File: config.mk
export PLATFORM = sky130hd
export DESIGN_NAME = bfd_core
export DESIGN_NICKNAME = d
export VERILOG_FILES = /design/src/shared/bfd_pkg.sv /design/src/design/bfd_core.sv
export SDC_FILE = /design/constraint.sdc
export NUM_CORES = 1
export LEC_CHECK = 0
export BUFFER_PORTS_ARGS = -buffer_cell sky130_fd_sc_hd__buf_2
export CAP_MARGIN = 30
export CORE_UTILIZATION = 65
export DETAILED_ROUTE_END_ITERATION = 10
export PLACE_DENSITY_LB_ADDON = 0.25
export SYNTH_ARGS = -nofsm -noshare
export SYNTH_HDL_FRONTEND = slang
export SYNTH_SLANG_ARGS = --single-unit
File: constraint.sdc
create_clock -name clk -period 5.9 [get_ports clk]
set_clock_uncertainty 0.1 [all_clocks]
set_input_delay 0.59 -clock clk [delete_from_list [all_inputs] [get_ports clk]]
set_output_delay 0.59 -clock clk [all_outputs]
set_load 0.01 [all_outputs]
File: src/shared/bfd_pkg.sv
package bfd_pkg;
   // =====================================
   // Timing
   localparam int CLK_PERIOD_NS = 50;
   localparam int TICK_PERIOD_NS = 1000000;
   localparam int TICK_CYCLES = (TICK_PERIOD_NS + CLK_PERIOD_NS - 1) / CLK_PERIOD_NS;
   localparam int DLY_W = 16;
   // =====================================
   // Register map (byte addresses)
   localparam int ADDR_W = 8;
   localparam logic [7:0] CTRL_OFS = 8'h00;
   localparam logic [7:0] T_EARLY_OFS = 8'h04;
   localparam logic [7:0] T_MAIN_OFS = 8'h08;
   localparam logic [7:0] T_SLOW_OFS = 8'h0c;
   localparam logic [7:0] T_LOW_OFS = 8'h10;
   localparam logic [7:0] T_DROP_OFS = 8'h14;
   localparam logic [7:0] STATUS_OFS = 8'h18;
   localparam logic [2:0] LAST_IDX = 3'h6;
   // =====================================
   // Control fields
   localparam int CTRL_W = 11;
   localparam int SEAL_BIT = 0;
   localparam int CSUP_BIT = 1;
   localparam int INIT_LSB = 2;
   localparam int EARLY_LSB = 5;
   localparam int POS_LSB = 7;
   localparam int TEST_LSB = 9;
   localparam logic [10:0] CTRL_RST = 11'h000;
   // =====================================
   // Delay registers, milliseconds
   localparam int NUM_DLY = 5;
   localparam int TMR_EARLY = 0;
   localparam int TMR_MAIN = 1;
   localparam int TMR_SLOW = 2;
   localparam int TMR_LOW = 3;
   localparam int DLY_DROP = 4;
   localparam logic [15:0] T_EARLY_RST = 16'h004b;
   localparam logic [15:0] T_MAIN_RST = 16'h0096;
   localparam logic [15:0] T_SLOW_RST = 16'h01f4;
   localparam logic [15:0] T_LOW_RST = 16'h0000;
   localparam logic [15:0] T_DROP_RST = 16'hafc8;
   localparam logic [1:0] RESP_OKAY = 2'h0;
   localparam logic [1:0] RESP_SLVERR = 2'h2;
endpackage : bfd_pkg

File: src/design/bfd_core.sv
// The register offsets and the AXI4-Lite slave port are this design's own decisions.
`timescale 1ns/1ps
// Summary of operation
// [RQ1] Early, main and slow timed paths; any one declares failure.
// [RQ2] Early path fails on timeout with early contact closed and fault current.
// [RQ3] Main path fails on timeout if high-set current is still present.
// [RQ4] After main timeout plus low-set delay, low-set current still present fails.
// [RQ5] Early path ignores the low-set detector.
// [RQ6] Slow path fails on timeout with normally-open contact closed, no current check.
// [RQ7] Slow path is qualified by the in-test indication.
// [RQ8] Two outputs: re-trip and operate.
// [RQ9] Operate is held for a programmable seal-in time once asserted.
// [RQ10] Initiation is the OR of up to three selected initiate inputs.
// [RQ11] Optional seal-in of initiation while supervisory current persists.
// [RQ12] Optional current supervision: timers run only with supervisory current.
// [RQ13] Both early-position selections off disables the early path.
// [RQ14] Either selected early-position input shows the breaker closed.
// [RQ15] Position inputs combine redundantly; both off disables the slow path.
// [RQ16] Re-trip follows initiation without waiting for any timer.
// [RQ17] Either in-test indication disables the slow path; the code ignores any in-test input not selected in test_sel.
// [RQ18] Path delays programmable 0 to 60 s in 1 ms steps.
// [RQ19] Path timers clear whenever effective initiation drops.
// [RQ20] Timers advance on a 1 ms tick from the system clock.
module bfd_core #(
   parameter int TICK_CYCLES = bfd_pkg::TICK_CYCLES
) (
   input wire logic clk,
   input wire logic rst_n,
   input wire logic [7:0] s_axi_awaddr,
   input wire logic [2:0] s_axi_awprot,
   input wire logic s_axi_awvalid,
   output logic s_axi_awready,
   input wire logic [31:0] s_axi_wdata,
   input wire logic [3:0] s_axi_wstrb,
   input wire logic s_axi_wvalid,
   output logic s_axi_wready,
   output logic [1:0] s_axi_bresp,
   output logic s_axi_bvalid,
   input wire logic s_axi_bready,
   input wire logic [7:0] s_axi_araddr,
   input wire logic [2:0] s_axi_arprot,
   input wire logic s_axi_arvalid,
   output logic s_axi_arready,
   output logic [31:0] s_axi_rdata,
   output logic [1:0] s_axi_rresp,
   output logic s_axi_rvalid,
   input wire logic s_axi_rready,
   input wire logic [2:0] init_in,
   input wire logic [1:0] early_opening_aux_contact,
   input wire logic [1:0] normally_open_aux_contact,
   input wire logic [1:0] in_test,
   input wire logic fault_det,
   input wire logic hiset_det,
   input wire logic loset_det,
   input wire logic supv_det,
   output logic retrip,
   output logic operate
);
   localparam int PW = $clog2(TICK_CYCLES + 1);
   localparam int DW = bfd_pkg::DLY_W;

   // =====================================
   // Register bus slave
   logic aw_held, w_held;
   logic [7:0] aw_addr_q;
   logic [31:0] w_data_q;
   logic [3:0] w_strb_q;
   logic [bfd_pkg::CTRL_W-1:0] ctrl;
   logic [DW-1:0] dly [bfd_pkg::NUM_DLY];
   logic [31:0] status;

   wire aw_take = s_axi_awvalid & s_axi_awready;
   wire w_take = s_axi_wvalid & s_axi_wready;
   wire ar_take = s_axi_arvalid & s_axi_arready;
   wire do_wr = aw_held & w_held & ~s_axi_bvalid;
   wire next_aw_held = aw_take | (aw_held & ~do_wr);
   wire next_w_held = w_take | (w_held & ~do_wr);
   wire next_rvalid = ar_take | (s_axi_rvalid & ~s_axi_rready);
   wire [2:0] wr_idx = aw_addr_q[4:2];
   wire [2:0] rd_idx = s_axi_araddr[4:2];
   wire wr_ok = (aw_addr_q[7:5] == 3'h0) && (wr_idx <= bfd_pkg::LAST_IDX);
   wire rd_ok = (s_axi_araddr[7:5] == 3'h0) && (rd_idx <= bfd_pkg::LAST_IDX);
   wire wr_ctrl = do_wr && ({aw_addr_q[7:2], 2'h0} == bfd_pkg::CTRL_OFS);
   logic [31:0] wr_val;

   // Read-modify-write for byte strobes; always_comb also wakes on what the functions read
   always_comb begin
      wr_val = merge(rd_mux(wr_idx), w_data_q, w_strb_q);
   end

   function automatic logic [31:0] merge(
      input logic [31:0] old_v,
      input logic [31:0] new_v,
      input logic [3:0] strb
   );
      logic [31:0] r;
      r = old_v;
      for (int b = 0; b < 4; b++) begin
         if (strb[b]) begin
            r[8*b +: 8] = new_v[8*b +: 8];
         end
      end
      return r;
   endfunction : merge

   function automatic logic [31:0] rd_mux(input logic [2:0] idx);
      logic [31:0] r;
      r = 32'h0000_0000;
      case (idx)
         3'h0: r = {21'h000000, ctrl};
         3'h6: r = status;
         3'h7: r = 32'h0000_0000;
         default: r = {16'h0000, dly[3'(idx - 3'h1)]};
      endcase
      return r;
   endfunction : rd_mux

   always_ff @(posedge clk or negedge rst_n) begin
      if (!rst_n) begin
         aw_held <= 1'b0;
         w_held <= 1'b0;
         aw_addr_q <= 8'h00;
         w_data_q <= 32'h0000_0000;
         w_strb_q <= 4'h0;
         s_axi_awready <= 1'b0;
         s_axi_wready <= 1'b0;
      end else begin
         aw_held <= next_aw_held;
         w_held <= next_w_held;
         s_axi_awready <= ~next_aw_held;
         s_axi_wready <= ~next_w_held;
         if (aw_take) begin
            aw_addr_q <= s_axi_awaddr;
         end
         if (w_take) begin
            w_data_q <= s_axi_wdata;
            w_strb_q <= s_axi_wstrb;
         end
      end
   end

   always_ff @(posedge clk or negedge rst_n) begin
      if (!rst_n) begin
         s_axi_bvalid <= 1'b0;
         s_axi_bresp <= bfd_pkg::RESP_OKAY;
      end else if (do_wr) begin
         s_axi_bvalid <= 1'b1;
         s_axi_bresp <= wr_ok ? bfd_pkg::RESP_OKAY : bfd_pkg::RESP_SLVERR;
      end else if (s_axi_bready) begin
         s_axi_bvalid <= 1'b0;
      end
   end

   always_ff @(posedge clk or negedge rst_n) begin
      if (!rst_n) begin
         s_axi_arready <= 1'b0;
         s_axi_rvalid <= 1'b0;
         s_axi_rdata <= 32'h0000_0000;
         s_axi_rresp <= bfd_pkg::RESP_OKAY;
      end else begin
         s_axi_arready <= ~next_rvalid;
         s_axi_rvalid <= next_rvalid;
         if (ar_take) begin
            s_axi_rdata <= rd_ok ? rd_mux(rd_idx) : 32'h0000_0000;
            s_axi_rresp <= rd_ok ? bfd_pkg::RESP_OKAY : bfd_pkg::RESP_SLVERR;
         end
      end
   end

   always_ff @(posedge clk or negedge rst_n) begin
      if (!rst_n) begin
         ctrl <= bfd_pkg::CTRL_RST;
      end else if (wr_ctrl) begin
         ctrl <= wr_val[bfd_pkg::CTRL_W-1:0];
      end
   end

   // Delay registers at indices 1..5; status is read-only
   for (genvar d = 0; d < bfd_pkg::NUM_DLY; d++) begin : g_dly
      localparam logic [15:0] RST_V = (d == 0) ? bfd_pkg::T_EARLY_RST :
         (d == 1) ? bfd_pkg::T_MAIN_RST : (d == 2) ? bfd_pkg::T_SLOW_RST :
         (d == 3) ? bfd_pkg::T_LOW_RST : bfd_pkg::T_DROP_RST;
      // [RQ18] delay setting
      always_ff @(posedge clk or negedge rst_n) begin
         if (!rst_n) begin
            dly[d] <= RST_V;
         end else if (do_wr && wr_ok && wr_idx == 3'(d + 1)) begin
            dly[d] <= wr_val[DW-1:0];
         end
      end
   end

   // =====================================
   // Initiation
   wire seal_en = ctrl[bfd_pkg::SEAL_BIT];
   wire csup_en = ctrl[bfd_pkg::CSUP_BIT];
   wire [2:0] init_sel = ctrl[bfd_pkg::INIT_LSB +: 3];
   wire [1:0] early_sel = ctrl[bfd_pkg::EARLY_LSB +: 2];
   wire [1:0] pos_sel = ctrl[bfd_pkg::POS_LSB +: 2];
   wire [1:0] test_sel = ctrl[bfd_pkg::TEST_LSB +: 2];
   logic seal_q;
   // [RQ10] OR of selected initiates
   wire init_raw = |(init_in & init_sel);
   wire init_cmb = init_raw | seal_q;
   // [RQ12] current-supervised run
   wire run = init_cmb & (~csup_en | supv_det);
   wire next_seal = seal_en & supv_det & init_cmb;

   // [RQ11] seal-in latch
   always_ff @(posedge clk or negedge rst_n) begin
      if (!rst_n) begin
         seal_q <= 1'b0;
      end else begin
         seal_q <= next_seal;
      end
   end

   // =====================================
   // Millisecond tick, free running so each delay lands within one tick
   logic [PW-1:0] pre;
   wire tick = (pre == PW'(TICK_CYCLES - 1));

   // [RQ20] tick prescaler
   always_ff @(posedge clk or negedge rst_n) begin
      if (!rst_n) begin
         pre <= '0;
      end else begin
         pre <= tick ? '0 : pre + 1'b1;
      end
   end

   // =====================================
   // Path timers: early, main, slow, and low-set after main
   logic [DW-1:0] cnt [4];
   logic [3:0] done;
   logic [3:0] tmr_run;
   for (genvar t = 0; t < 4; t++) begin : g_tmr
      if (t == bfd_pkg::TMR_LOW) begin : g_low
         // [RQ4] low-set delay starts at main timeout
         assign tmr_run[t] = run & done[bfd_pkg::TMR_MAIN];
      end else begin : g_path
         assign tmr_run[t] = run;
      end
      assign done[t] = tmr_run[t] & (cnt[t] >= dly[t]);
      // [RQ19] timers clear when initiation drops
      always_ff @(posedge clk or negedge rst_n) begin
         if (!rst_n) begin
            cnt[t] <= '0;
         end else if (!tmr_run[t]) begin
            cnt[t] <= '0;
         end else if (tick && cnt[t] != '1) begin
            cnt[t] <= cnt[t] + 1'b1;
         end
      end
   end

   // =====================================
   // Failure decisions
   // [RQ14] redundant early position
   wire early_closed = |(early_opening_aux_contact & early_sel);
   // [RQ15] redundant position
   wire pos_closed = |(normally_open_aux_contact & pos_sel);
   // [RQ17] in-test blocks slow path
   wire test_any = |(in_test & test_sel);
   // [RQ2] early path; [RQ5] no low-set input; [RQ13] off when unselected
   wire fail_early = done[bfd_pkg::TMR_EARLY] & early_closed & fault_det;
   // [RQ3] main path high-set
   wire fail_hi = done[bfd_pkg::TMR_MAIN] & hiset_det;
   // [RQ4] main contact failure
   wire fail_lo = done[bfd_pkg::TMR_LOW] & loset_det;
   // [RQ6] slow path; [RQ7] in-test qualified
   wire fail_slow = done[bfd_pkg::TMR_SLOW] & pos_closed & ~test_any;
   wire [3:0] fails = {fail_slow, fail_lo, fail_hi, fail_early};
   // [RQ1] any path declares failure
   wire any_fail = |fails;

   // =====================================
   // Outputs
   logic [DW-1:0] hold;
   wire [DW-1:0] next_hold = any_fail ? dly[bfd_pkg::DLY_DROP] :
      ((tick && hold != '0) ? hold - 1'b1 : hold);

   // [RQ8] re-trip and operate; [RQ16] re-trip on initiation
   // [RQ9] operate sealed for the dropout time
   always_ff @(posedge clk or negedge rst_n) begin
      if (!rst_n) begin
         hold <= '0;
         operate <= 1'b0;
         retrip <= 1'b0;
      end else begin
         hold <= next_hold;
         operate <= any_fail | (next_hold != '0);
         retrip <= init_cmb;
      end
   end

   assign status = {20'h00000, fails, operate, retrip, run, init_cmb, 4'h0};
endmodule : bfd_core

==> results.ini <==
[min_path]
hold_class = in -> reg

[setup_path]
cp.required_ns = 6.28
crit_arrival_ns = 4.21
worstSetupEndpointType = register
critPathKind = reg -> reg
critPathMaxFanout = 21
critPathLaunchType = register

[drt]
viasPerCell = 6.28
ant_nets = 0
firstDrtPassIters = 8
wl_um = 35800
vias = 10800
drtIter0Drc = 969
drc = 2
wire_per_inst_um = 20.9

[power_and_ir_drop]
power_density_mw_per_mm2 = 393
power_uw = 6000
ir_drop_v = 0.000400
p_leak_uw = 0.00697

[synthesis]
seq_area_frac_synth_pct = 43.0
yosys.area.top_type = dfrtp_1
yosysMostFrequentCell = dfrtp_1
synth_seq_cells = 238
synthArstFlopShare_pct = 100
synth_cells = 1361
ys.warnings.count = 0
synth.area.top_cells = dfrtp_1 39%, mux2_2 7.9%, ha_1 7.2%, mux4_2 4.9%, dfstp_2 4.3%
synthTopCellsByCount = 215 x dfrtp_1, 136 x nand2_1, 102 x nor2_1, 97 x mux2_2, 86 x inv_1
ys_types = 71
syn_area_per_cell_um2 = 10.2
yosysTopAreaCellShare_pct = 38.7
synth_edf_count = 0
netlist_area_mm2 = 0.0139
synth_top_flop_cell = dfrtp_1

[floorplan]
start_util_pct = 66.1
core_mm2 = 0.0210
die_area_mm2 = 0.0220
rows = 53
dieHeight_um = 148
io_pins = 121
die_w_um = 148

[sta]
worstMarginPinSlew_ns = 1.12
rsz0062_at_grt = no
slew_headroom_pct = 24.8
maxSlewViolCount = 0
hold_violations = 0
setup_violations = 0
max_freq_ghz = 0.261
fin_tns_setup_ns = 0
finalCritPeriodShare_pct = 65.0
fin_crit_ns = 3.84

[clock_tree]
clock_latency_ns = 0.54
cts_htree_levels = 1
cts_inserted_buffers = 26
clk_pin_slew_ns = 0.07
ctsResizeCount = 0
tritoncts = yes
root_buffer = clkbuf_16
cts.sinks = 238
cts_buffer_depth = 3

[status]
violations = design-rule violations
status = finished with violations

[placement]
dp_hpwl_um = 25900
io_buffers = 74
gp_congestion = 0.941
placedInstanceArea_mm2 = 0.0144
dp_cells = 1665

[grt]
antenna_found_initial = 0
grt_pass1_wl_um = 57400
first_global_vias = 10500
grt_max_degree = 170
track_usage_pct = 33.9
overflow = 0

[finish]
design_area_mm2 = 0.0153
nets = 1577
fin_cells = 1714
area_growth_pct = 9.88
n_fill_cell = 1484
drive_gt1_share_pct = 20.7
insertedDiodeCount = 0

[flow_run]
maxCapViolCount = 0

layout make-up:
type / instances / area (um2) / area share [%]
Multi-Input combinational cell: 980 / 7270 / 47.6
Sequential cell: 238 / 5980 / 39.2
Clock buffer: 38 / 737 / 4.82
Timing Repair Buffer: 87 / 485 / 3.18
Tap cell: 275 / 344 / 2.25
Inverter: 86 / 323 / 2.11
Clock inverter: 10 / 133 / 0.868
metrics by stage:
step	hold slack [ns]	setup WS [ns]	util, %
2_1_floorplan	0.194	2.78	-
3_3_place_gp	0.357	2.12	68.4
3_5_place_dp	0.368	2.25	68.5
4_1_cts	0.132	2.22	72.7
5_1_grt	0.150	1.95	72.7
6_report	0.142	2.06	72.7
routing by layer:
metal  vias to the layer above  share of wire, %  routed length, um  GRT usage, %
met5                         -                 0                  0             0
met4                         0               4.8               1720          16.4
met3                        95               8.1               2900          5.71
met2                       490                46              16600          54.2
met1                      5278                41              14500          45.1
li1                       4905                 -                  -             -
cell usage in the layout (no fill, tap or decap), drive strengths merged, types with 12 or more instances in the layout:
| cell | n |
|---|---|
| nor2 | 102 |
| and2 | 14 |
| ha | 80 |
| inv | 86 |
| nand4 | 22 |
| and4 | 15 |
| mux2 | 106 |
| nand2 | 136 |
| clkbuf | 38 |
| nand3 | 62 |
| dfrtp | 215 |
| mux4 | 30 |
| dfstp | 23 |
| xnor2 | 28 |
| o21ai | 77 |
| conb | 18 |
| nor3 | 12 |
| xor2 | 57 |
| a21oi | 73 |
| and3 | 20 |
| buf | 86 |
final timing paths:
check	from	to	slack, ns	cells after the start
worst min-delay path	s_axi_bready	s_axi_bvalid	0.14	2
min in group asynchronous	rst_n	s_axi_rresp[1]	0.51	2
worst max-delay path	aw_addr_q[2]	dly[1]	2.06	10
max in group asynchronous	rst_n	dly[44]	3.83	3
worst max register to register	aw_addr_q[2]	dly[1]	2.06	10
worst min register to register	s_axi_rdata[4]	s_axi_rdata[4]	0.38	2
critical path: stages (launching register included):
cell     delay [ns]
dfrtp_1        0.32
buf_4          0.35
inv_1          0.23
ha_1           0.86
and2_0         0.22
buf_4          0.20
nand3_1        0.09
a21oi_1        0.17
a21oi_1        0.06
o21ai_0        0.85
mux2_2         0.32
cell families (layout without fill, tap and decap cells):
group / after synthesis / count (layout) / synth area share (%)
AND/OR/NAND/NOR: 430 / 430 / 15.2
flip-flops: 238 / 238 / 43.0
AO/OA/AOI/OAI: 223 / 223 / 9.82
buffers and inverters: 160 / 221 / 5.12
multiplexers: 144 / 144 / 14.3
XOR/XNOR: 85 / 85 / 5.35
adder cells (fa/ha/maj): 80 / 80 / 7.20
other: 1 / 18 / 0.0270
power breakdown:
| part | total [uW] | leakage, uW | switching, uW | internal [uW] |
|---|---|---|---|---|
| registers | 2390 | 0.00310 | 412 | 1980 |
| logic | 1940 | 0.00345 | 1160 | 772 |
| clock network | 1670 | 0.000416 | 673 | 997 |
| total | 6000 | 0.00697 | 2250 | 3750 |
sequential cells by signal, summed over array words and instances, names as in the netlist, 2 cells and up:
name	cells
dly	80
cnt	64
hold	16
s_axi_rdata	16
w_data_q	16
pre	15
ctrl	11
aw_addr_q	6
w_strb_q	2
what timing repair did:
action | in CTS | in global routing
buffers inserted | 0 | 0
endpoints found under the hold margin | 62 | 0
hold buffers | 1 | 0
(Power assumes the default switching activity.)
